### config.mk
export PLATFORM = sky130hd
export DESIGN_NAME = ccm_counter
export DESIGN_NICKNAME = d
export VERILOG_FILES = /design/src/common/ccm_pkg.sv /design/src/rtl/ccm_counter.sv /design/src/rtl/ccm_pulse_filter.sv
export SDC_FILE = /design/constraint.sdc
export NUM_CORES = 1
export LEC_CHECK = 0
export ABC_AREA = 1
export ABC_CLOCK_PERIOD_IN_PS = 8500
export BUFFER_PORTS_ARGS = -buffer_cell sky130_fd_sc_hd__buf_2
export CAP_MARGIN = 20
export CELL_PAD_IN_SITES_DETAIL_PLACEMENT = 1
export CELL_PAD_IN_SITES_GLOBAL_PLACEMENT = 1
export CORE_MARGIN = 2
export CORE_UTILIZATION = 40
export CTS_CLUSTER_DIAMETER = 200
export DETAILED_ROUTE_END_ITERATION = 8
export GPL_TIMING_DRIVEN = 0
export PLACE_DENSITY = 0.89
export SYNTH_ARGS = -nofsm -noshare
export SYNTH_HDL_FRONTEND = slang
export SYNTH_SLANG_ARGS = --single-unit
### constraint.sdc
create_clock -name core_clk -period 8.5 [get_ports core_clk]
set_input_delay 1.275 -clock core_clk [delete_from_list [all_inputs] [get_ports core_clk]]
set_output_delay 1.275 -clock core_clk [all_outputs]
set_load 0.03 [all_outputs]
### src/common/ccm_pkg.sv
package ccm_pkg;

  // ==========================================================================
  // Clock and count limits
  // ==========================================================================
  localparam int unsigned CLK_MHZ      = 200;
  localparam logic [31:0] CNT_UPPER    = 32'h7FFFFFFF;
  localparam logic [31:0] CNT_LOWER    = 32'h80000000;
  localparam logic [31:0] CNT_RESET    = 32'h00000000;

  // ==========================================================================
  // Maximum-frequency selection and minimum pulse widths
  // ==========================================================================
  localparam logic [2:0] FREQ_1K   = 3'h0;
  localparam logic [2:0] FREQ_2K   = 3'h1;
  localparam logic [2:0] FREQ_5K   = 3'h2;
  localparam logic [2:0] FREQ_10K  = 3'h3;
  localparam logic [2:0] FREQ_30K  = 3'h4;
  localparam logic [2:0] FREQ_60K  = 3'h5;
  localparam logic [2:0] FREQ_RESET = FREQ_60K;

  // Shortest accepted pulse in nanoseconds, as printed.
  localparam int unsigned WIDTH_1K_NS  = 400000;
  localparam int unsigned WIDTH_2K_NS  = 200000;
  localparam int unsigned WIDTH_5K_NS  = 80000;
  localparam int unsigned WIDTH_10K_NS = 40000;
  localparam int unsigned WIDTH_30K_NS = 13000;
  localparam int unsigned WIDTH_60K_NS = 6700;

  // Cycle counts; a least time rounds up.
  localparam int unsigned CYC_1K  = (WIDTH_1K_NS * CLK_MHZ + 999) / 1000;
  localparam int unsigned CYC_2K  = (WIDTH_2K_NS * CLK_MHZ + 999) / 1000;
  localparam int unsigned CYC_5K  = (WIDTH_5K_NS * CLK_MHZ + 999) / 1000;
  localparam int unsigned CYC_10K = (WIDTH_10K_NS * CLK_MHZ + 999) / 1000;
  localparam int unsigned CYC_30K = (WIDTH_30K_NS * CLK_MHZ + 999) / 1000;
  localparam int unsigned CYC_60K = (WIDTH_60K_NS * CLK_MHZ + 999) / 1000;

  localparam int unsigned FILT_W = 17;

  // ==========================================================================
  // Modes
  // ==========================================================================
  localparam logic MODE_CONTINUOUS = 1'b0;
  localparam logic MODE_ONCE       = 1'b1;
  localparam logic GATE_ABORT      = 1'b0;
  localparam logic GATE_INTERRUPT  = 1'b1;

  typedef enum logic [2:0] {
    CCM_IDLE   = 3'b001,
    CCM_RUN    = 3'b010,
    CCM_CLOSED = 3'b100
  } ccm_state_t;

  function automatic logic [FILT_W-1:0] ccm_width(input logic [2:0] sel);
    case (sel)
      FREQ_1K:  ccm_width = FILT_W'(CYC_1K);
      FREQ_2K:  ccm_width = FILT_W'(CYC_2K);
      FREQ_5K:  ccm_width = FILT_W'(CYC_5K);
      FREQ_10K: ccm_width = FILT_W'(CYC_10K);
      FREQ_30K: ccm_width = FILT_W'(CYC_30K);
      default:  ccm_width = FILT_W'(CYC_60K);
    endcase
  endfunction : ccm_width

endpackage : ccm_pkg

### src/rtl/ccm_counter.sv
`timescale 1ns/1ps
// Function
// - Continuous start loads load value
// - Up past upper limit wraps lower
// - Down past lower limit wraps upper
// - Limits fixed to full signed range
// - Sticky overflow/underflow flags until clear command
// - Interrupt request only when source enabled
// - Single-shot counts both ways from load
// - Single-shot limit hit loads opposite, closes gate
// - Restart needs rising gate edge
// - Single-shot interrupt gate mode resumes held value
// - Abort gate mode reloads load value
// - Frequency select sets count input width
// - Separate frequency select for latch
// - Interrupt enables separate, default disabled
module ccm_counter
  import ccm_pkg::*;
(
  input  wire logic        core_clk,
  input  wire logic        sys_rst,
  input  wire logic        trackA,
  input  wire logic        trackB,
  input  wire logic        gateIn,
  input  wire logic        latchIn,
  input  wire logic        modeOnce,
  input  wire logic        gateInterrupt,
  input  wire logic [2:0]  countFreqSel,
  input  wire logic [2:0]  latchFreqSel,
  input  wire logic [31:0] loadValue,
  input  wire logic        overflowIrqEn,
  input  wire logic        underflowIrqEn,
  input  wire logic        status_clear_cmd,
  output logic [31:0]      countValue,
  output logic [31:0]      latchValue,
  output logic             overflow_flag,
  output logic             underflow_flag,
  output logic             overflowIrq,
  output logic             underflowIrq,
  output logic             gateOpen
);

  // ==========================================================================
  // Input qualification
  // ==========================================================================
  logic pulseLvl;
  logic dirLvl;
  logic gateLvl;
  logic latchLvl;

  ccm_pulse_filter uFiltA (
    .core_clk (core_clk),
    .sys_rst  (sys_rst),
    .freqSel  (countFreqSel),
    .rawIn    (trackA),
    .filtOut  (pulseLvl)
  );

  ccm_pulse_filter uFiltB (
    .core_clk (core_clk),
    .sys_rst  (sys_rst),
    .freqSel  (countFreqSel),
    .rawIn    (trackB),
    .filtOut  (dirLvl)
  );

  ccm_pulse_filter uFiltGate (
    .core_clk (core_clk),
    .sys_rst  (sys_rst),
    .freqSel  (countFreqSel),
    .rawIn    (gateIn),
    .filtOut  (gateLvl)
  );

  ccm_pulse_filter uFiltLatch (
    .core_clk (core_clk),
    .sys_rst  (sys_rst),
    .freqSel  (latchFreqSel),
    .rawIn    (latchIn),
    .filtOut  (latchLvl)
  );

  // ==========================================================================
  // Edge detection on qualified levels
  // ==========================================================================
  logic pulsePrev;
  logic gatePrev;
  logic latchPrev;
  logic pulseRise;
  logic gateRise;
  logic gateFall;
  logic latchRise;
  logic next_pulsePrev;
  logic next_gatePrev;
  logic next_latchPrev;

  // Each previous level trails its qualified input by one cycle.
  always_comb begin
    next_pulsePrev = pulseLvl;
    next_gatePrev  = gateLvl;
    next_latchPrev = latchLvl;
  end

  always_ff @(posedge core_clk) begin
    if (sys_rst) begin
      pulsePrev <= 1'b0;
      gatePrev  <= 1'b0;
      latchPrev <= 1'b0;
    end else begin
      pulsePrev <= next_pulsePrev;
      gatePrev  <= next_gatePrev;
      latchPrev <= next_latchPrev;
    end
  end

  assign pulseRise = pulseLvl & ~pulsePrev;
  assign gateRise  = gateLvl & ~gatePrev;
  assign gateFall  = ~gateLvl & gatePrev;
  assign latchRise = latchLvl & ~latchPrev;

  // ==========================================================================
  // Gate and count state
  // ==========================================================================
  ccm_state_t  state;
  ccm_state_t  next_state;
  logic [31:0] next_countValue;
  logic [31:0] next_latchValue;
  logic        next_overflow_flag;
  logic        next_underflow_flag;
  logic        next_overflowIrq;
  logic        next_underflowIrq;
  logic        hitOver;
  logic        hitUnder;
  logic        countUp;

  always_comb begin
    next_state          = state;
    next_countValue     = countValue;
    next_latchValue     = latchValue;
    hitOver             = 1'b0;
    hitUnder            = 1'b0;
    countUp             = ~dirLvl;
    case (state)
      CCM_IDLE: begin
        if (gateRise) begin
          next_state      = CCM_RUN;
          next_countValue = loadValue;
        end
      end
      CCM_RUN: begin
        if (gateFall) begin
          next_state = CCM_IDLE;
        end else if (pulseRise) begin
          if (countUp && countValue == CNT_UPPER) begin
            hitOver         = 1'b1;
            next_countValue = CNT_LOWER;
          end else if (!countUp && countValue == CNT_LOWER) begin
            hitUnder        = 1'b1;
            next_countValue = CNT_UPPER;
          end else if (countUp) begin
            next_countValue = countValue + 32'h00000001;
          end else begin
            next_countValue = countValue - 32'h00000001;
          end
          if ((hitOver || hitUnder) && modeOnce == MODE_ONCE) begin
            next_state = CCM_CLOSED;
          end
        end
        if (latchRise) begin
          next_latchValue = countValue;
        end
      end
      CCM_CLOSED: begin
        if (gateRise) begin
          next_state = CCM_RUN;
          if (gateInterrupt == GATE_ABORT) begin
            next_countValue = loadValue;
          end else begin
            next_countValue = countValue;
          end
        end
      end
      default: begin
        next_state = CCM_IDLE;
      end
    endcase
    if (state == CCM_IDLE && gateRise && gateInterrupt == GATE_INTERRUPT
        && modeOnce == MODE_ONCE) begin
      next_countValue = countValue;
    end
    // The set wins over a clear in the same cycle.
    next_overflow_flag  = (overflow_flag & ~status_clear_cmd) | hitOver;
    next_underflow_flag = (underflow_flag & ~status_clear_cmd) | hitUnder;
    next_overflowIrq    = hitOver & overflowIrqEn;
    next_underflowIrq   = hitUnder & underflowIrqEn;
  end

  always_ff @(posedge core_clk) begin
    if (sys_rst) begin
      state          <= CCM_IDLE;
      countValue     <= CNT_RESET;
      latchValue     <= CNT_RESET;
      overflow_flag  <= 1'b0;
      underflow_flag <= 1'b0;
      overflowIrq    <= 1'b0;
      underflowIrq   <= 1'b0;
    end else begin
      state          <= next_state;
      countValue     <= next_countValue;
      latchValue     <= next_latchValue;
      overflow_flag  <= next_overflow_flag;
      underflow_flag <= next_underflow_flag;
      overflowIrq    <= next_overflowIrq;
      underflowIrq   <= next_underflowIrq;
    end
  end

  // Pulses are counted only while the machine sits in the running state.
  assign gateOpen = (state == CCM_RUN);

endmodule : ccm_counter

### src/rtl/ccm_pulse_filter.sv
`timescale 1ns/1ps
module ccm_pulse_filter
  import ccm_pkg::*;
(
  input  wire logic              core_clk,
  input  wire logic              sys_rst,
  input  wire logic [2:0]        freqSel,
  input  wire logic              rawIn,
  output logic                   filtOut
);

  logic [FILT_W-1:0] stableCnt;
  logic [FILT_W-1:0] next_stableCnt;
  logic              next_filtOut;

  // ==========================================================================
  // Accept a new level only after it has stood for the minimum width
  // ==========================================================================
  always_comb begin
    next_stableCnt = stableCnt;
    next_filtOut   = filtOut;
    if (rawIn == filtOut) begin
      next_stableCnt = '0;
    end else if (stableCnt + FILT_W'(1) >= ccm_width(freqSel)) begin
      next_stableCnt = '0;
      next_filtOut   = rawIn;
    end else begin
      next_stableCnt = stableCnt + FILT_W'(1);
    end
  end

  always_ff @(posedge core_clk) begin
    if (sys_rst) begin
      stableCnt <= '0;
      filtOut   <= 1'b0;
    end else begin
      stableCnt <= next_stableCnt;
      filtOut   <= next_filtOut;
    end
  end

endmodule : ccm_pulse_filter

**Word-level counts from Yosys, hierarchy flattened**

Cells that the tools add are included.

- Register bits after elaboration: 146
- Bits of input ports: 49
- Output and inout bits: 69
- Word-level logic and storage cells: 131

- $add $sub $neg: 6
- Order comparisons: 4
- Equality and inequality tests: 25
- Multiplexer cells: 35
- Bitwise gates (word level): 21
- Reduce and logical (&&, ||, !) cells: 22

Operator list:

| kind | count |
|---|---|
| two-way mux 32 bit | 8 |
| one-hot mux 17 bit (5 select lines) | 2 |
| one-hot mux 32 bit (3 select lines) | 1 |
| adder 17 x 1 -> 17 bit, second input constant | 4 |
| >= comparator 17 bit | 4 |
| two-way mux 17 bit | 4 |
| adder 32 x 1 -> 32 bit, second input constant | 1 |
| == test 32 x 31 -> 1 bit, second input constant | 1 |
| == test 32 bit, second input constant | 1 |
| subtractor 32 x 1 -> 32 bit, second input constant | 1 |
| == test 3 x 2 -> 1 bit, second input constant | 5 |
| two-way mux 1 bit | 15 |
| two-way mux 3 bit | 4 |
| OR reduction 3 bit | 4 |
| inverter 1 bit | 11 |
| AND reduction 2 bit | 5 |
| == test 3 x 1 -> 1 bit, second input constant | 3 |
| == test 3 bit, second input constant | 3 |
| AND 1 bit | 8 |
| inequality test 2 bit, second input constant | 4 |
| AND reduction 7 bit | 1 |
| logical AND 1 bit | 6 |
| logical NOT 3 bit | 2 |
| inequality test 3 x 1 -> 1 bit, second input constant | 2 |
| other kinds (8) | 13 |

**Depth between registers and ports, before layout**

Gate-level depths: netlist of the first run.

- Depth after elaboration: 13
- Depth in mapped cells: 22
- Gate-level depth less buffers: 22

**By module**

From an unflattened synthesis of the first run, not the netlist that was laid out.

- Cells, all modules: 1656
- Area total of the unflattened synthesis: 10781.6 um2

By module, submodules not included:

| module | instances | cells each | area an instance (um2) | seq. area each (um2) |
|---|---|---|---|---|
| ccm_counter | 1 | 897 | 5486.5 | 1481.4 |
| ccm_pulse_filter (uFiltA ...) | 3 | 191 | 1327.5 | 360.3 |
| ccm_pulse_filter (uFiltLatch) | 1 | 186 | 1312.5 | 360.3 |

**Least setup slack after synthesis of the first run**

Ideal clock, no wire load.

- Path kind: in2reg
- From: input port countFreqSel[2]
- To: register uFiltGate.stableCnt[14]
- Library setup time: 64 ps
- Arrival: 3233 ps
- Required time: 8436 ps
- Slack: 5203 ps
- Cell stages on the path: 14
- Path buffers: 1
- Path through: inv_1 -> nor2_1 -> inv_1 -> ha_1 -> a21oi_1 -> o21ai_0 -> nand2_1 -> o211ai_1 -> a21oi_1 -> nor2_1 -> nor2_2 -> nand3_2 -> buf_2 -> nor2_1

- Word-level cells in the longest chain between the ends: 5
- Elaborated cells on any way between the ends: 9
- Those cells by class: order compare: 1; eq/ne: 4; mux: 2; reduce/logical: 2

Ends and longest elaborated chain:

| what | line | text |
|---|---|---|
| from (decl) | ccm_counter.sv:28 | `input wire logic [2:0] countFreqSel,` |
| == test 3 bit, or another cell as far along | ccm_pkg.sv:55 | `case (sel)` |
| one-hot mux 17 bit (5 select lines) * | ccm_pkg.sv:55 |  |
| two-way mux 17 bit * | ccm_pulse_filter.sv:22 | `if (rawIn == filtOut) begin` |
| >= comparator 17 bit * | ccm_pulse_filter.sv:24 | `end else if (stableCnt + FILT_W'(1) >= ccm_width(freqSel)) begin` |
| OR reduction 3 bit (no source line) * | n/a |  |
| to (signal assigned) | ccm_pulse_filter.sv:37 | `stableCnt <= next_stableCnt;` |
| to (decl) | ccm_pulse_filter.sv:12 | `logic [FILT_W-1:0] stableCnt;` |

Every way passes the cells marked *; elsewhere a longest branch is shown, timed or not. The select of a mux whose other input is x is not followed.
A chain may end at the register's enable or synchronous reset.

**Worst setup path in the final report of the first run**

Ends and elaborated chain as after synthesis.

==> metrics.txt, run 1 <==
# TYPE chip_impl_metric gauge
chip_impl_info{name="synth_area_leader_cell",value="sky130_fd_sc_hd__dfxtp_1"} 1
chip_impl_metric{name="ys_ff_latch",unit=""} 146
chip_impl_metric{name="vias",unit=""} 10938
chip_impl_info{name="worst_setup_path_end_kind",value="flop"} 1
chip_impl_metric{name="synth-async-reset-ratio",unit="%"} 0
chip_impl_info{name="rsz0062_at_grt",value="false"} 1
chip_impl_metric{name="drv_slew",unit=""} 0
chip_impl_metric{name="worst_clock_skew",unit="ns"} 0.0167
chip_impl_metric{name="fraction_of_final_layout_cells_sized_beyond_drive_strength_1",unit="%"} 10.9
chip_impl_metric{name="max_slew.worst_pin.slew",unit="ns"} 0.868
chip_impl_metric{name="detail_route.iter0.violations",unit=""} 578
chip_impl_metric{name="area_enclosed_by_the_die_boundary",unit="um^2"} 26700
chip_impl_metric{name="finish.utilization",unit="%"} 47.0
chip_impl_metric{name="cts_post_setup_buffers_inserted",unit=""} 0
chip_impl_metric{name="worstPathArrival",unit="ns"} 4.36
chip_impl_metric{name="filler_cell_count_in_the_final_layout",unit=""} 3423
chip_impl_metric{name="clock_transition_at_the_register_clock_pins_on_the_worst_setup_and_hold_paths_after_cts",unit="ns"} 0.07
chip_impl_metric{name="grt_remaining_overflow",unit=""} 0
chip_impl_metric{name="clock.fmax",unit="MHz"} 246
chip_impl_info{name="synthTopCellsByArea",value="sky130_fd_sc_hd__dfxtp_1, sky130_fd_sc_hd__nand2_1, sky130_fd_sc_hd__ha_1"} 1
chip_impl_metric{name="yosys_warnings",unit=""} 0
chip_impl_info{name="cts_tree",value="built"} 1
chip_impl_metric{name="synth.lib_cells_used.distinct",unit=""} 39
chip_impl_metric{name="design.portCount",unit=""} 118
chip_impl_metric{name="drt_wl_total",unit="um"} 35800
chip_impl_metric{name="synth-edff-count",unit=""} 0
chip_impl_metric{name="cts_resized",unit=""} 0
chip_impl_info{name="worst_r2r_startpoint",value="uFiltGate.stableCnt[0]"} 1
chip_impl_info{name="outcome",value="complete, no violations"} 1
chip_impl_info{name="worstHoldEndpoint",value="uFiltB.stableCnt[0]"} 1
chip_impl_metric{name="regToRegSetupSlack",unit="ns"} 4.94
chip_impl_metric{name="number_of_buffers_added_to_fix_hold_violations_after_cts",unit=""} 0
chip_impl_metric{name="initial_core_util",unit="%"} 40.5
chip_impl_metric{name="grt_max_degree",unit=""} 19
chip_impl_metric{name="die_width",unit="um"} 164
chip_impl_metric{name="gpl_wtd_cong",unit=""} 0.945
chip_impl_info{name="worst_hold_startpoint",value="uFiltB.stableCnt[0]"} 1
chip_impl_metric{name="cp.required",unit="ns"} 8.81
chip_impl_metric{name="max-cap-violations",unit=""} 0
chip_impl_metric{name="synth_nets",unit=""} 1708
chip_impl_metric{name="irDropWorstVdd",unit="V"} 0.000129
chip_impl_metric{name="detailed_place_hpwl",unit="um"} 28500
chip_impl_metric{name="min_path_cells",unit=""} 1
chip_impl_metric{name="cts_num_sinks",unit=""} 146
chip_impl_info{name="synth_common_cells",value="sky130_fd_sc_hd__nand2_1, sky130_fd_sc_hd__nor2_1, sky130_fd_sc_hd__inv_1, sky130_fd_sc_hd__dfxtp_1, sky130_fd_sc_hd__a21oi_1"} 1
chip_impl_info{name="worst_r2r_endpoint",value="uFiltGate.stableCnt[14]"} 1
chip_impl_metric{name="cts_buffer_depth",unit=""} 2
chip_impl_metric{name="fin_nets",unit=""} 1844
chip_impl_metric{name="timing.final.crit_share",unit="%"} 47.8
chip_impl_metric{name="grt_util_all_layers",unit="%"} 27.2
chip_impl_metric{name="slew_headroom",unit="%"} 42.0
chip_impl_metric{name="hold_violations",unit=""} 0
chip_impl_metric{name="period_needed",unit="ns"} 4.06
chip_impl_metric{name="floorplan.core_area",unit="um^2"} 25100
chip_impl_metric{name="p_leak",unit="nW"} 5.99
chip_impl_metric{name="io_buffer_count",unit=""} 116
chip_impl_metric{name="finalSetupViolations",unit=""} 0
chip_impl_metric{name="first_pass_grt_wire_length",unit="um"} 57200
chip_impl_info{name="criticalPathCategory",value="primary input to flop"} 1
chip_impl_metric{name="cts_htree_levels",unit=""} 4
chip_impl_metric{name="area_delta_synth_final",unit="%"} 16.0
chip_impl_metric{name="ant_nets",unit=""} 0
chip_impl_metric{name="drc_errors",unit=""} 0
chip_impl_metric{name="synth-seq-area-share",unit="%"} 28.7
chip_impl_metric{name="clkLatencyLatePin",unit="ns"} 0.43
chip_impl_metric{name="first_pass_iters",unit=""} 5
chip_impl_metric{name="average_routed_wire_per_standard_cell",unit="um"} 17.5
chip_impl_metric{name="die_height",unit="um"} 164
chip_impl_metric{name="antenna-diode-count",unit=""} 0
chip_impl_metric{name="power_per_cell_area",unit="nW/um^2"} 134
chip_impl_metric{name="post_synthesis_instance_area",unit="um^2"} 10200
chip_impl_metric{name="grt_pass1_vias",unit=""} 11521
chip_impl_info{name="min_path_type",value="flop to flop"} 1
chip_impl_metric{name="syn_area_per_cell",unit="um^2"} 6.51
chip_impl_info{name="most_common_cell_in_the_netlist",value="sky130_fd_sc_hd__nand2_1"} 1
chip_impl_metric{name="highest_fanout_seen_on_the_critical_path",unit=""} 10
chip_impl_metric{name="routed_via_density",unit=""} 5.36
chip_impl_metric{name="total_negative_setup_slack",unit="ns"} 0
chip_impl_info{name="cts.root.buffer_cell",value="sky130_fd_sc_hd__clkbuf_16"} 1
chip_impl_info{name="synth-main-ff-cell",value="sky130_fd_sc_hd__dfxtp_1"} 1
chip_impl_metric{name="synth_top_area_share",unit="%"} 28.7
chip_impl_metric{name="num_rows",unit=""} 58
chip_impl_info{name="startpoint_type",value="primary input"} 1
chip_impl_metric{name="antenna_violations_before_repair",unit=""} 0
chip_impl_metric{name="post_synth_inst_count",unit=""} 1564
chip_impl_metric{name="worst-r2r-cell-count",unit=""} 21
chip_impl_metric{name="inserted_clock_buffers",unit=""} 17
==> state kept, by name, summed over array words and instances (netlist names) <==
register,count
uFiltLatch.stableCnt,17
underflow_flag,1
state,3
uFiltGate.stableCnt,17
pulsePrev,1
uFiltLatch.filtOut,1
overflow_flag,1
uFiltB.filtOut,1
latchValue,32
uFiltB.stableCnt,17
uFiltA.filtOut,1
uFiltGate.filtOut,1
latchPrev,1
underflowIrq,1
uFiltA.stableCnt,17
gatePrev,1
overflowIrq,1
countValue,32
==> power breakdown <==
group	leakage [nW]	switching (mW)	internal (mW)	total, mW
sequential	1.18	0.00267	0.686	0.689
clock	0.302	0.321	0.493	0.814
combinational	4.51	0.0516	0.0275	0.0791
==> final cells by class <==
type                    count  area [um^2]  area share [%]
plain buffers              36          160            1.36
clock buffers              19          433            3.67
clock inverters            12          183            1.55
inverters                 226          848            7.19
multi-input cells        1156         6250            52.9
flip-flops and latches    146         2920            24.8
well taps                 330          413            3.50
repair buffers            117          596            5.05
==> per-stage QoR <==
step           power [mW]  instances  worst slack, ns  hold WS [ns]  area [um^2]
3_3_place_gp        0.777       2010             4.22         0.445        11200
5_1_grt              1.62       2042             4.32         0.489        11800
4_1_cts              1.59       2042             4.52         0.473        11800
6_report             1.58       2042             4.44         0.472        11800
2_1_floorplan       0.747       1564             5.20         0.433        10200
3_5_place_dp        0.782       2011             4.14         0.458        11200
==> cells by family after synthesis <==
| logic type | after synthesis | share of synthesized area, % |
|---|---|---|
| AND/OR/NAND/NOR | 747 | 31.8 |
| AO/OA/AOI/OAI | 264 | 13.5 |
| buffers and inverters | 262 | 9.91 |
| flip-flops | 146 | 28.7 |
| adder cells (fa/ha/maj) | 95 | 11.8 |
| XOR/XNOR | 50 | 4.30 |
==> critical path: stages <==
cell,delay (ns)
sky130_fd_sc_hd__buf_2,0.14
sky130_fd_sc_hd__inv_1,0.19
sky130_fd_sc_hd__nor2_1,0.68
sky130_fd_sc_hd__inv_1,0.27
sky130_fd_sc_hd__o21ai_0,0.29
sky130_fd_sc_hd__ha_1,0.21
sky130_fd_sc_hd__nand2_1,0.06
sky130_fd_sc_hd__nor2_1,0.15
sky130_fd_sc_hd__nand4_1,0.10
sky130_fd_sc_hd__nor3_1,0.20
sky130_fd_sc_hd__nand3_1,0.11
sky130_fd_sc_hd__nand3_1,0.14
sky130_fd_sc_hd__nor2_2,0.06
sky130_fd_sc_hd__nand3_2,0.17
sky130_fd_sc_hd__buf_2,0.26
sky130_fd_sc_hd__nor2_1,0.06
==> worst max path at each step <==
stage | start | end | slack, ns | depth (start not counted)
global route | countFreqSel[2] | uFiltGate.stableCnt[14] | 4.32 | 16
global placement | countFreqSel[2] | uFiltGate.stableCnt[14] | 4.22 | 16
finish | countFreqSel[2] | uFiltGate.stableCnt[14] | 4.44 | 16
CTS | countFreqSel[2] | uFiltGate.stableCnt[14] | 4.52 | 16
detailed placement | countFreqSel[2] | uFiltGate.stableCnt[14] | 4.14 | 16
floorplan | countFreqSel[2] | uFiltGate.stableCnt[14] | 5.20 | 14
==> layer usage <==
metal	part of all wire (%)	wire length, um	GRT usage (%)
met5	0	0	0
met4	3.7	1320	11.5
met3	2.9	1040	2.84
met2	51	18100	50.5
met1	43	15300	31.5
==> placed cells by master (no fill, tap or decap), types with 17 or more instances in the layout <==
master / n
sky130_fd_sc_hd__a21oi_1: 142
sky130_fd_sc_hd__dfxtp_1: 146
sky130_fd_sc_hd__nand3_1: 82
sky130_fd_sc_hd__inv_1: 224
sky130_fd_sc_hd__nor2_1: 228
sky130_fd_sc_hd__xor2_1: 38
sky130_fd_sc_hd__clkbuf_16: 17
sky130_fd_sc_hd__buf_2: 118
sky130_fd_sc_hd__nand4_1: 39
sky130_fd_sc_hd__o21ai_0: 100
sky130_fd_sc_hd__ha_1: 94
sky130_fd_sc_hd__nand2_1: 329
sky130_fd_sc_hd__nor3_1: 20
sky130_fd_sc_hd__clkbuf_1: 32
(Power assumes the default switching activity.)
==> run 2: changes to the inputs <==
--- a/config.mk
+++ b/config.mk
@@ -6,17 +6,17 @@
 export NUM_CORES = 1
 export LEC_CHECK = 0
 export ABC_AREA = 1
-export ABC_CLOCK_PERIOD_IN_PS = 8500
+export ABC_CLOCK_PERIOD_IN_PS = 3330
 export BUFFER_PORTS_ARGS = -buffer_cell sky130_fd_sc_hd__buf_2
 export CAP_MARGIN = 20
 export CELL_PAD_IN_SITES_DETAIL_PLACEMENT = 1
 export CELL_PAD_IN_SITES_GLOBAL_PLACEMENT = 1
 export CORE_MARGIN = 2
-export CORE_UTILIZATION = 40
+export CORE_UTILIZATION = 38
 export CTS_CLUSTER_DIAMETER = 200
 export DETAILED_ROUTE_END_ITERATION = 8
 export GPL_TIMING_DRIVEN = 0
-export PLACE_DENSITY = 0.89
+export PLACE_DENSITY = 0.88
 export SYNTH_ARGS = -nofsm -noshare
 export SYNTH_HDL_FRONTEND = slang
 export SYNTH_SLANG_ARGS = --single-unit
==> constraint.sdc (replaced) <==
create_clock -name core_clk -period 3.33 [get_ports core_clk]
set_input_delay 0.4995 -clock core_clk [delete_from_list [all_inputs] [get_ports core_clk]]
set_output_delay 0.4995 -clock core_clk [all_outputs]
set_load 0.03 [all_outputs]
==> run 2 against run 1 <==
Effect of this change: global-route usage fell by 0.59 points; largest power group unchanged; combinational power grew to 2.7 times the previous value; critical path depth up 4; non-clock buffer count grew 13; register-to-register slack worse by 4.9 ns; sequential power rose to 2.6 times the previous value; total power increased to 2.7 times the previous value; design area is 3.4% higher.
==> metrics.txt, run 2 (synthesis gave the netlist of run 1 again) <==
# TYPE chip_impl_metric gauge
chip_impl_metric{name="detailed_place.area",unit="um^2"} 11200
chip_impl_metric{name="gpl_wtd_cong",unit=""} 0.899
chip_impl_metric{name="min_path_cells",unit=""} 3
chip_impl_metric{name="slew_headroom",unit="%"} 47.6
chip_impl_info{name="startpoint_type",value="flop"} 1
chip_impl_metric{name="p_leak",unit="nW"} 6.14
chip_impl_info{name="sequence_of_cells_on_the_critical_path",value="nand3_2, nor2_4, nand3_2, nor3_4, nand3_2, nor2_2, nand3_1, xor2_2, inv_1, ha_1, nand2_1, inv_2, nand4_1, nor3_2, nand3_2, nand3_2, nor2_4, nand3_4, buf_12, nor2_2"} 1
chip_impl_metric{name="antenna_violations_before_repair",unit=""} 0
chip_impl_metric{name="detailed_place_hpwl",unit="um"} 28700
chip_impl_metric{name="met2_length",unit="um"} 19500
chip_impl_info{name="criticalPathCategory",value="flop to flop"} 1
chip_impl_metric{name="finish.utilization",unit="%"} 46.6
chip_impl_metric{name="clock_transition_at_the_register_clock_pins_on_the_worst_setup_and_hold_paths_after_cts",unit="ns"} 0.06
chip_impl_info{name="final_common_cell",value="sky130_fd_sc_hd__nand2_1"} 1
chip_impl_metric{name="fin_nets",unit=""} 1857
chip_impl_info{name="cts_tree",value="built"} 1
chip_impl_metric{name="cp.required",unit="ns"} 3.64
chip_impl_metric{name="area_delta_synth_final",unit="%"} 19.9
chip_impl_info{name="topRoutingLayerUsed",value="met4"} 1
chip_impl_metric{name="floorplan.core_area",unit="um^2"} 26200
chip_impl_metric{name="power_per_cell_area",unit="nW/um^2"} 344
chip_impl_metric{name="antenna-diode-count",unit=""} 0
chip_impl_info{name="outcome",value="complete, no violations"} 1
chip_impl_metric{name="stdcell_area",unit="um^2"} 12200
chip_impl_metric{name="met1_wire_length",unit="um"} 15900
chip_impl_metric{name="hold_violations",unit=""} 0
chip_impl_metric{name="cts_buffer_depth",unit=""} 2
chip_impl_metric{name="post-place-ws",unit="ns"} -0.253
chip_impl_info{name="commonest_cells_after_routing_fill_and_taps_aside",value="sky130_fd_sc_hd__nand2_1, sky130_fd_sc_hd__inv_1, sky130_fd_sc_hd__nor2_1"} 1
chip_impl_info{name="reg.largest.list",value="countValue x32, latchValue x32"} 1
chip_impl_metric{name="first_pass_iters",unit=""} 5
chip_impl_info{name="worst_setup_path_end_kind",value="flop"} 1
chip_impl_metric{name="max_slew.worst_pin.slew",unit="ns"} 0.781
chip_impl_metric{name="timing.final.crit_share",unit="%"} 98.7
chip_impl_info{name="worst_hold_startpoint",value="overflowIrqEn"} 1
chip_impl_info{name="slowest_stage",value="sky130_fd_sc_hd__dfxtp_2"} 1
chip_impl_metric{name="area_enclosed_by_the_die_boundary",unit="um^2"} 28100
chip_impl_metric{name="worst-r2r-cell-count",unit=""} 20
chip_impl_info{name="cts.root.buffer_cell",value="sky130_fd_sc_hd__clkbuf_16"} 1
chip_impl_metric{name="design.portCount",unit=""} 118
chip_impl_metric{name="timing.critical_path.buf_inv",unit=""} 3
chip_impl_metric{name="first_pass_grt_wire_length",unit="um"} 59500
chip_impl_metric{name="cts_htree_levels",unit=""} 4
chip_impl_metric{name="worst_clock_skew",unit="ns"} 0.0121
chip_impl_metric{name="drv_slew",unit=""} 0
chip_impl_metric{name="inserted_clock_buffers",unit=""} 17
chip_impl_metric{name="initial_core_util",unit="%"} 38.8
chip_impl_info{name="worstHoldEndpoint",value="overflowIrq"} 1
chip_impl_metric{name="grt_pass1_vias",unit=""} 11568
chip_impl_metric{name="die_width",unit="um"} 168
chip_impl_metric{name="max-cap-violations",unit=""} 0
chip_impl_info{name="min_path_type",value="primary input to flop"} 1
chip_impl_metric{name="vias",unit=""} 11113
chip_impl_metric{name="drt_wl_total",unit="um"} 38200
chip_impl_metric{name="filler_cell_count_in_the_final_layout",unit=""} 3494
chip_impl_metric{name="ant_nets",unit=""} 0
chip_impl_metric{name="grt_remaining_overflow",unit=""} 0
chip_impl_metric{name="die_height",unit="um"} 168
chip_impl_metric{name="routed_via_density",unit=""} 5.39
chip_impl_metric{name="regToRegSetupSlack",unit="ns"} 0.04
chip_impl_metric{name="clock.fmax",unit="MHz"} 304
chip_impl_metric{name="grt_util_all_layers",unit="%"} 26.6
chip_impl_info{name="worst_r2r_endpoint",value="uFiltB.stableCnt[13]"} 1
chip_impl_metric{name="io_buffer_count",unit=""} 116
chip_impl_metric{name="worstPathArrival",unit="ns"} 3.60
chip_impl_info{name="worst_r2r_startpoint",value="uFiltB.stableCnt[2]"} 1
chip_impl_metric{name="average_routed_wire_per_standard_cell",unit="um"} 18.5
chip_impl_info{name="crit_path_frequent_cell",value="sky130_fd_sc_hd__nand3_2"} 1
chip_impl_metric{name="cts_num_sinks",unit=""} 146
chip_impl_metric{name="finalSetupViolations",unit=""} 0
chip_impl_metric{name="grt_max_degree",unit=""} 20
chip_impl_info{name="timing.critical_path.max_delay_family",value="simple AND/OR/NAND/NOR gates"} 1
chip_impl_metric{name="fraction_of_final_layout_cells_sized_beyond_drive_strength_1",unit="%"} 14.4
chip_impl_metric{name="drc_errors",unit=""} 0
chip_impl_metric{name="clkLatencyLatePin",unit="ns"} 0.44
chip_impl_metric{name="detail_route.iter0.violations",unit=""} 611
chip_impl_metric{name="highest_fanout_seen_on_the_critical_path",unit=""} 10
chip_impl_metric{name="timing.final.ws_setup",unit="ns"} 0.0420
chip_impl_info{name="startpoint",value="uFiltB.stableCnt[2]"} 1
chip_impl_metric{name="num_rows",unit=""} 59
chip_impl_metric{name="dr_wl_met3",unit="um"} 1470
chip_impl_metric{name="period_needed",unit="ns"} 3.29
chip_impl_metric{name="irDropWorstVdd",unit="V"} 0.000377
chip_impl_metric{name="critical_path.max_stage_delay",unit="ns"} 0.37
run 2: cell count changes in the layout (fill, tap and decap cells not counted), moves of 7 or more:
cell and change:
sky130_fd_sc_hd__buf_4 +13, sky130_fd_sc_hd__nor2_1 -11, sky130_fd_sc_hd__dfxtp_1 -10, sky130_fd_sc_hd__dfxtp_2 +8
sky130_fd_sc_hd__nand3_1 -8, sky130_fd_sc_hd__nor3_1 -7
run 2: area by class of cell:
type                    instances  area, um^2  share of cell area (%)
flip-flops and latches        146        2940                    24.1
repair buffers                130         706                    5.78
inverters                     226         848                    6.95
well taps                     335         419                    3.43
clock inverters                12         201                    1.65
clock buffers                  20         457                    3.74
multi-input cells            1156        6460                    52.9
plain buffers                  36         179                    1.47
run 2: repair_timing:
item	CTS	global route
gates resized for setup	10	55
endpoints found under the setup margin	47	70
cloned	0	0
endpoints found under the hold margin	0	0
pin swaps	2	14
setup buffers	2	11
hold buffers	0	0
run 2: worst max path at each step:
stage / end / slack (ns) / depth (start not counted)
after CTS: uFiltB.stableCnt[16] / 0.01 / 20
after global placement: countValue[30] / -0.11 / 15
after detailed placement: uFiltGate.stableCnt[10] / -0.25 / 16
after global routing: uFiltB.stableCnt[14] / -0.24 / 20
after floorplan: uFiltA.stableCnt[15] / 0.48 / 21
final: uFiltB.stableCnt[13] / 0.04 / 20
run 2: metal layers:
| metal | vias to the layer above | global-route usage, % |
|---|---|---|
| li1 | 5368 | - |
| met4 | 0 | 10.4 |
| met5 | - | 0 |
| met2 | 267 | 49.4 |
| met1 | 5383 | 30.9 |
| met3 | 95 | 3.43 |
run 2: worst register-to-register path, cell delays in order (launching register included):
cell                      delay, ns
sky130_fd_sc_hd__dfxtp_2       0.37
sky130_fd_sc_hd__nand3_2       0.13
sky130_fd_sc_hd__nor2_4        0.14
sky130_fd_sc_hd__nand3_2       0.15
sky130_fd_sc_hd__nor3_4        0.24
sky130_fd_sc_hd__nand3_2       0.14
sky130_fd_sc_hd__nor2_2        0.13
sky130_fd_sc_hd__nand3_1       0.13
sky130_fd_sc_hd__xor2_2        0.21
sky130_fd_sc_hd__inv_1         0.07
sky130_fd_sc_hd__ha_1          0.31
sky130_fd_sc_hd__nand2_1       0.09
sky130_fd_sc_hd__inv_2         0.10
sky130_fd_sc_hd__nand4_1       0.10
sky130_fd_sc_hd__nor3_2        0.22
sky130_fd_sc_hd__nand3_2       0.12
sky130_fd_sc_hd__nand3_2       0.11
sky130_fd_sc_hd__nor2_4        0.06
sky130_fd_sc_hd__nand3_4       0.13
sky130_fd_sc_hd__buf_12        0.17
sky130_fd_sc_hd__nor2_2        0.04
run 2: where the power goes:
| group | total [mW] | switching [mW] | internal [mW] |
|---|---|---|---|
| Combinational | 0.215 | 0.138 | 0.0771 |
| Clock | 2.22 | 0.845 | 1.38 |
| Sequential | 1.76 | 0.00860 | 1.75 |
run 2: stage by stage:
step / instances / hold slack [ns] / TNS (ns) / power (mW)
floorplan: 1564 / 0.433 / 0 / 1.91
global placement: 2015 / 0.445 / -1.48 / 1.98
detailed placement: 2016 / 0.456 / -4.19 / 1.99
CTS: 2050 / 0.293 / 0 / 4.19
global route: 2061 / 0.312 / -3.74 / 4.32
finish: 2061 / 0.297 / 0 / 4.20
==> run 3: changes to the inputs <==
--- a/config.mk
+++ b/config.mk
@@ -5,18 +5,18 @@
 export SDC_FILE = /design/constraint.sdc
 export NUM_CORES = 1
 export LEC_CHECK = 0
-export ABC_AREA = 1
 export ABC_CLOCK_PERIOD_IN_PS = 3330
 export BUFFER_PORTS_ARGS = -buffer_cell sky130_fd_sc_hd__buf_2
 export CAP_MARGIN = 20
 export CELL_PAD_IN_SITES_DETAIL_PLACEMENT = 1
 export CELL_PAD_IN_SITES_GLOBAL_PLACEMENT = 1
 export CORE_MARGIN = 2
-export CORE_UTILIZATION = 38
+export CORE_UTILIZATION = 40
 export CTS_CLUSTER_DIAMETER = 200
 export DETAILED_ROUTE_END_ITERATION = 8
 export GPL_TIMING_DRIVEN = 0
-export PLACE_DENSITY = 0.88
+export PLACE_DENSITY = 0.89
+export REMOVE_ABC_BUFFERS = 1
 export SYNTH_ARGS = -nofsm -noshare
 export SYNTH_HDL_FRONTEND = slang
 export SYNTH_SLANG_ARGS = --single-unit
==> run 3 against run 2 <==
Effect of this change: clock power fell by 14%; total power up 43%; count of clock-buffer cells in the layout fell by 2; via count down 16%; combinational power increased to 8.2 times the previous value; clock skew down 0.0029 ns; first-iteration DRC count decreased by 4.3%; non-clock buffer count down 31; worst setup slack improved by 0.0020 ns; sequential share of layout area is 2.5 points higher; critical endpoint is now uFiltA.stableCnt[8]; largest cell class unchanged.
==> metrics.txt, run 3 <==
# TYPE chip_impl_metric gauge
chip_impl_info{name="outcome",value="complete, no violations"} 1
chip_impl_info{name="reg.largest.list",value="countValue x32, latchValue x32"} 1
chip_impl_metric{name="drc_errors",unit=""} 0
chip_impl_metric{name="power_switching_share",unit="%"} 40.0
chip_impl_metric{name="post_synth_inst_count",unit=""} 1143
chip_impl_metric{name="drv_slew",unit=""} 0
chip_impl_metric{name="detail_route.iter0.violations",unit=""} 585
chip_impl_info{name="worst_r2r_startpoint",value="uFiltA.stableCnt[2]"} 1
chip_impl_metric{name="first_pass_grt_wire_length",unit="um"} 50000
chip_impl_info{name="synth_common_cells",value="sky130_fd_sc_hd__dfxtp_1, sky130_fd_sc_hd__nand2_1, sky130_fd_sc_hd__a21oi_1, sky130_fd_sc_hd__ha_1, sky130_fd_sc_hd__nor2_1"} 1
chip_impl_metric{name="slew_headroom",unit="%"} 31.7
chip_impl_metric{name="critical_path.max_stage_delay",unit="ns"} 0.54
chip_impl_metric{name="pwr-share-comb",unit="%"} 29.4
chip_impl_metric{name="yosys_warnings",unit=""} 0
chip_impl_metric{name="area_delta_synth_final",unit="%"} 18.6
chip_impl_metric{name="clkLatencyLatePin",unit="ns"} 0.45
chip_impl_metric{name="syn_area_per_cell",unit="um^2"} 8.13
chip_impl_metric{name="detailed_place_hpwl",unit="um"} 22800
chip_impl_metric{name="synth-edff-count",unit=""} 0
chip_impl_info{name="most_common_cell_in_the_netlist",value="sky130_fd_sc_hd__dfxtp_1"} 1
chip_impl_metric{name="first_pass_iters",unit=""} 5
chip_impl_metric{name="p_leak",unit="nW"} 4.88
chip_impl_metric{name="grt_util_all_layers",unit="%"} 25.9
chip_impl_metric{name="fraction_of_final_layout_cells_sized_beyond_drive_strength_1",unit="%"} 17.3
chip_impl_info{name="sequence_of_cells_on_the_critical_path",value="buf_2, o21ai_1, inv_1, a21oi_2, ha_1, a211oi_1, a21oi_1, o211ai_1, a31oi_2, or4_4, nor2b_1"} 1
chip_impl_info{name="cts.root.buffer_cell",value="sky130_fd_sc_hd__clkbuf_16"} 1
chip_impl_info{name="worst_setup_path_end_kind",value="flop"} 1
chip_impl_info{name="startpoint_type",value="primary input"} 1
chip_impl_info{name="timing.critical_path.max_delay_family",value="compound AO/OA/AOI/OAI gates"} 1
chip_impl_info{name="slowest_stage",value="sky130_fd_sc_hd__or4_4"} 1
chip_impl_metric{name="irDropWorstVdd",unit="V"} 0.000397
chip_impl_metric{name="seq_power_share",unit="%"} 38.6
chip_impl_metric{name="cts_htree_levels",unit=""} 4
chip_impl_metric{name="ant_nets",unit=""} 0
chip_impl_metric{name="fin_nets",unit=""} 1394
chip_impl_metric{name="synth-async-reset-ratio",unit="%"} 0
chip_impl_metric{name="period_needed",unit="ns"} 3.29
chip_impl_metric{name="cp.required",unit="ns"} 3.70
chip_impl_metric{name="clock_power_share",unit="%"} 32.0
chip_impl_metric{name="timing.final.crit_share",unit="%"} 98.7
chip_impl_metric{name="io_buffer_count",unit=""} 117
chip_impl_metric{name="power_per_cell_area",unit="nW/um^2"} 543
chip_impl_metric{name="worst_clock_skew",unit="ns"} 0.00922
chip_impl_metric{name="ys_ff_latch",unit=""} 146
chip_impl_metric{name="num_rows",unit=""} 55
chip_impl_info{name="cts_tree",value="built"} 1
chip_impl_metric{name="switchingPower",unit="mW"} 2.40
chip_impl_info{name="synth-main-ff-cell",value="sky130_fd_sc_hd__dfxtp_1"} 1
chip_impl_metric{name="post-place-ws",unit="ns"} -0.884
chip_impl_metric{name="fin_total_pwr",unit="mW"} 5.99
chip_impl_metric{name="gpl_wtd_cong",unit=""} 0.886
chip_impl_metric{name="timing.critical_path.buf_inv",unit=""} 2
chip_impl_metric{name="worst-r2r-cell-count",unit=""} 12
chip_impl_metric{name="synth-seq-area-share",unit="%"} 31.4
chip_impl_metric{name="synth_top_area_share",unit="%"} 31.4
chip_impl_info{name="startpoint",value="countFreqSel[0]"} 1
chip_impl_metric{name="p_int",unit="mW"} 3.59
chip_impl_info{name="worst_r2r_endpoint",value="uFiltA.stableCnt[8]"} 1
chip_impl_metric{name="timing.final.ws_setup",unit="ns"} 0.0440
chip_impl_metric{name="grt_pass1_vias",unit=""} 9621
chip_impl_metric{name="cts_buffer_depth",unit=""} 2
chip_impl_metric{name="finalSetupViolations",unit=""} 0
chip_impl_metric{name="regToRegSetupSlack",unit="ns"} 0.11
chip_impl_metric{name="cts_num_sinks",unit=""} 146
chip_impl_metric{name="max-cap-violations",unit=""} 0
chip_impl_info{name="crit_end",value="uFiltA.stableCnt[8]"} 1
chip_impl_metric{name="hold_violations",unit=""} 0
chip_impl_info{name="synth_area_leader_cell",value="sky130_fd_sc_hd__dfxtp_1"} 1
chip_impl_metric{name="antenna_violations_before_repair",unit=""} 5
chip_impl_metric{name="clock_transition_at_the_register_clock_pins_on_the_worst_setup_and_hold_paths_after_cts",unit="ns"} 0.06
chip_impl_info{name="final_common_cell",value="sky130_fd_sc_hd__nand2_1"} 1
chip_impl_metric{name="initial_core_util",unit="%"} 40.9
chip_impl_metric{name="total_negative_setup_slack",unit="ns"} 0
chip_impl_metric{name="highest_fanout_seen_on_the_critical_path",unit=""} 9
chip_impl_metric{name="floorplan.core_area",unit="um^2"} 22700
chip_impl_info{name="min_path_type",value="primary input to flop"} 1
chip_impl_metric{name="die_height",unit="um"} 156
chip_impl_metric{name="area_enclosed_by_the_die_boundary",unit="um^2"} 24500
chip_impl_metric{name="vias",unit=""} 9382
chip_impl_metric{name="inserted_clock_buffers",unit=""} 17
chip_impl_metric{name="grt_max_degree",unit=""} 83
chip_impl_metric{name="worstPathArrival",unit="ns"} 3.66
chip_impl_metric{name="clock.fmax",unit="MHz"} 304
chip_impl_metric{name="average_routed_wire_per_standard_cell",unit="um"} 21.6
chip_impl_metric{name="design.portCount",unit=""} 118
chip_impl_metric{name="cp.depth",unit=""} 11
chip_impl_metric{name="drt_wl_total",unit="um"} 33500
chip_impl_metric{name="post_synthesis_instance_area",unit="um^2"} 9300
chip_impl_metric{name="grt_remaining_overflow",unit=""} 0
chip_impl_info{name="rsz0062_at_grt",value="true"} 1
chip_impl_info{name="commonest_cells_after_routing_fill_and_taps_aside",value="sky130_fd_sc_hd__nand2_1, sky130_fd_sc_hd__dfxtp_1, sky130_fd_sc_hd__buf_2"} 1
chip_impl_metric{name="die_width",unit="um"} 156
chip_impl_metric{name="max_slew.worst_pin.slew",unit="ns"} 1.02
chip_impl_info{name="synthTopCellsByArea",value="sky130_fd_sc_hd__dfxtp_1, sky130_fd_sc_hd__ha_1, sky130_fd_sc_hd__nand2_1"} 1
chip_impl_info{name="criticalPathCategory",value="primary input to flop"} 1
chip_impl_metric{name="synth.lib_cells_used.distinct",unit=""} 65
chip_impl_metric{name="routed_via_density",unit=""} 6.04
==> run 3: changes by cell type after synthesis, sizes merged, moves of 40 or more <==
cell / previous run / this run
inv: 226 / 22
nand2: 330 / 144
nor2: 241 / 89
nor2b: 0 / 57
nand3: 88 / 35
o21ai: 101 / 48
xnor2: 12 / 53
and3: 0 / 40
==> run 3: area by class of cell <==
cell class,count,area (um^2)
sequential,146,2930
clock inverter,14,139
tap,285,357
fill,2735,11700
timing repair buffer,135,836
clock buffer,18,429
antenna,6,15.0
inverter,22,82.6
multi-input combinational,928,6240
==> run 3: worst min path at each step <==
stage,slack [ns],cells past startpoint,endpoint,start
after floorplan,0.43,1,uFiltA.stableCnt[0],uFiltA.stableCnt[0]
after global placement,0.44,2,latchValue[8],latchValue[8]
after detailed placement,0.45,2,latchValue[2],latchValue[2]
after CTS,0.29,2,overflowIrq,overflowIrqEn
after global routing,0.32,2,overflowIrq,overflowIrqEn
final,0.31,2,underflowIrq,underflowIrqEn
==> run 3: what timing repair did <==
item,in CTS,in global routing
hold endpoints to repair,0,0
setup buffers,2,5
endpoints found under the setup margin,68,77
pin swaps,2,2
resized for setup,12,28
cloned,0,2
hold buffers,0,0
==> run 3: power by group through the flow <==
stage | clock network (mW) | registers [mW] | logic (mW)
finish | 1.92 | 2.31 | 1.76
floorplan | 0 | 2.42 | 0.843
global placement | 0 | 2.30 | 1.53
global route | 2.00 | 2.31 | 1.90
detailed placement | 0 | 2.30 | 1.67
CTS | 1.93 | 2.27 | 1.71
==> run 3: kinds of logic (layout without fill, tap and decap cells) <==
logic type,after synthesis,after routing,share of synthesized area (%)
buffers and inverters,71,189,3.15
xor gates and xnor gates,93,93,8.76
adders and majority gates,95,95,12.9
AOI/OAI and AO/OA,275,275,18.5
DFF,146,146,31.4
muxes,6,6,0.659
other,0,6,0
and+or+nand+nor,457,459,24.6
==> run 3: metrics by stage <==
step                util, %  cell area (um^2)  hold WS [ns]  std cells
floorplan                 -              9090         0.433       1094
global placement       44.2             10000         0.441       1496
detailed placement     45.0             10200         0.447       1506
CTS                    47.8             10800         0.291       1540
global route           48.6             11000         0.321       1553
finish                 48.6             11000         0.314       1554
==> run 3: routing by layer <==
| layer | vias up | global-route usage [%] | share of wire (%) |
|---|---|---|---|
| met5 | - | 0 | 0 |
| met4 | 0 | 11.8 | 4.3 |
| met1 | 4638 | 31.7 | 42 |
| met2 | 335 | 44.3 | 48 |
| li1 | 4311 | - | - |
| met3 | 98 | 4.68 | 5.8 |
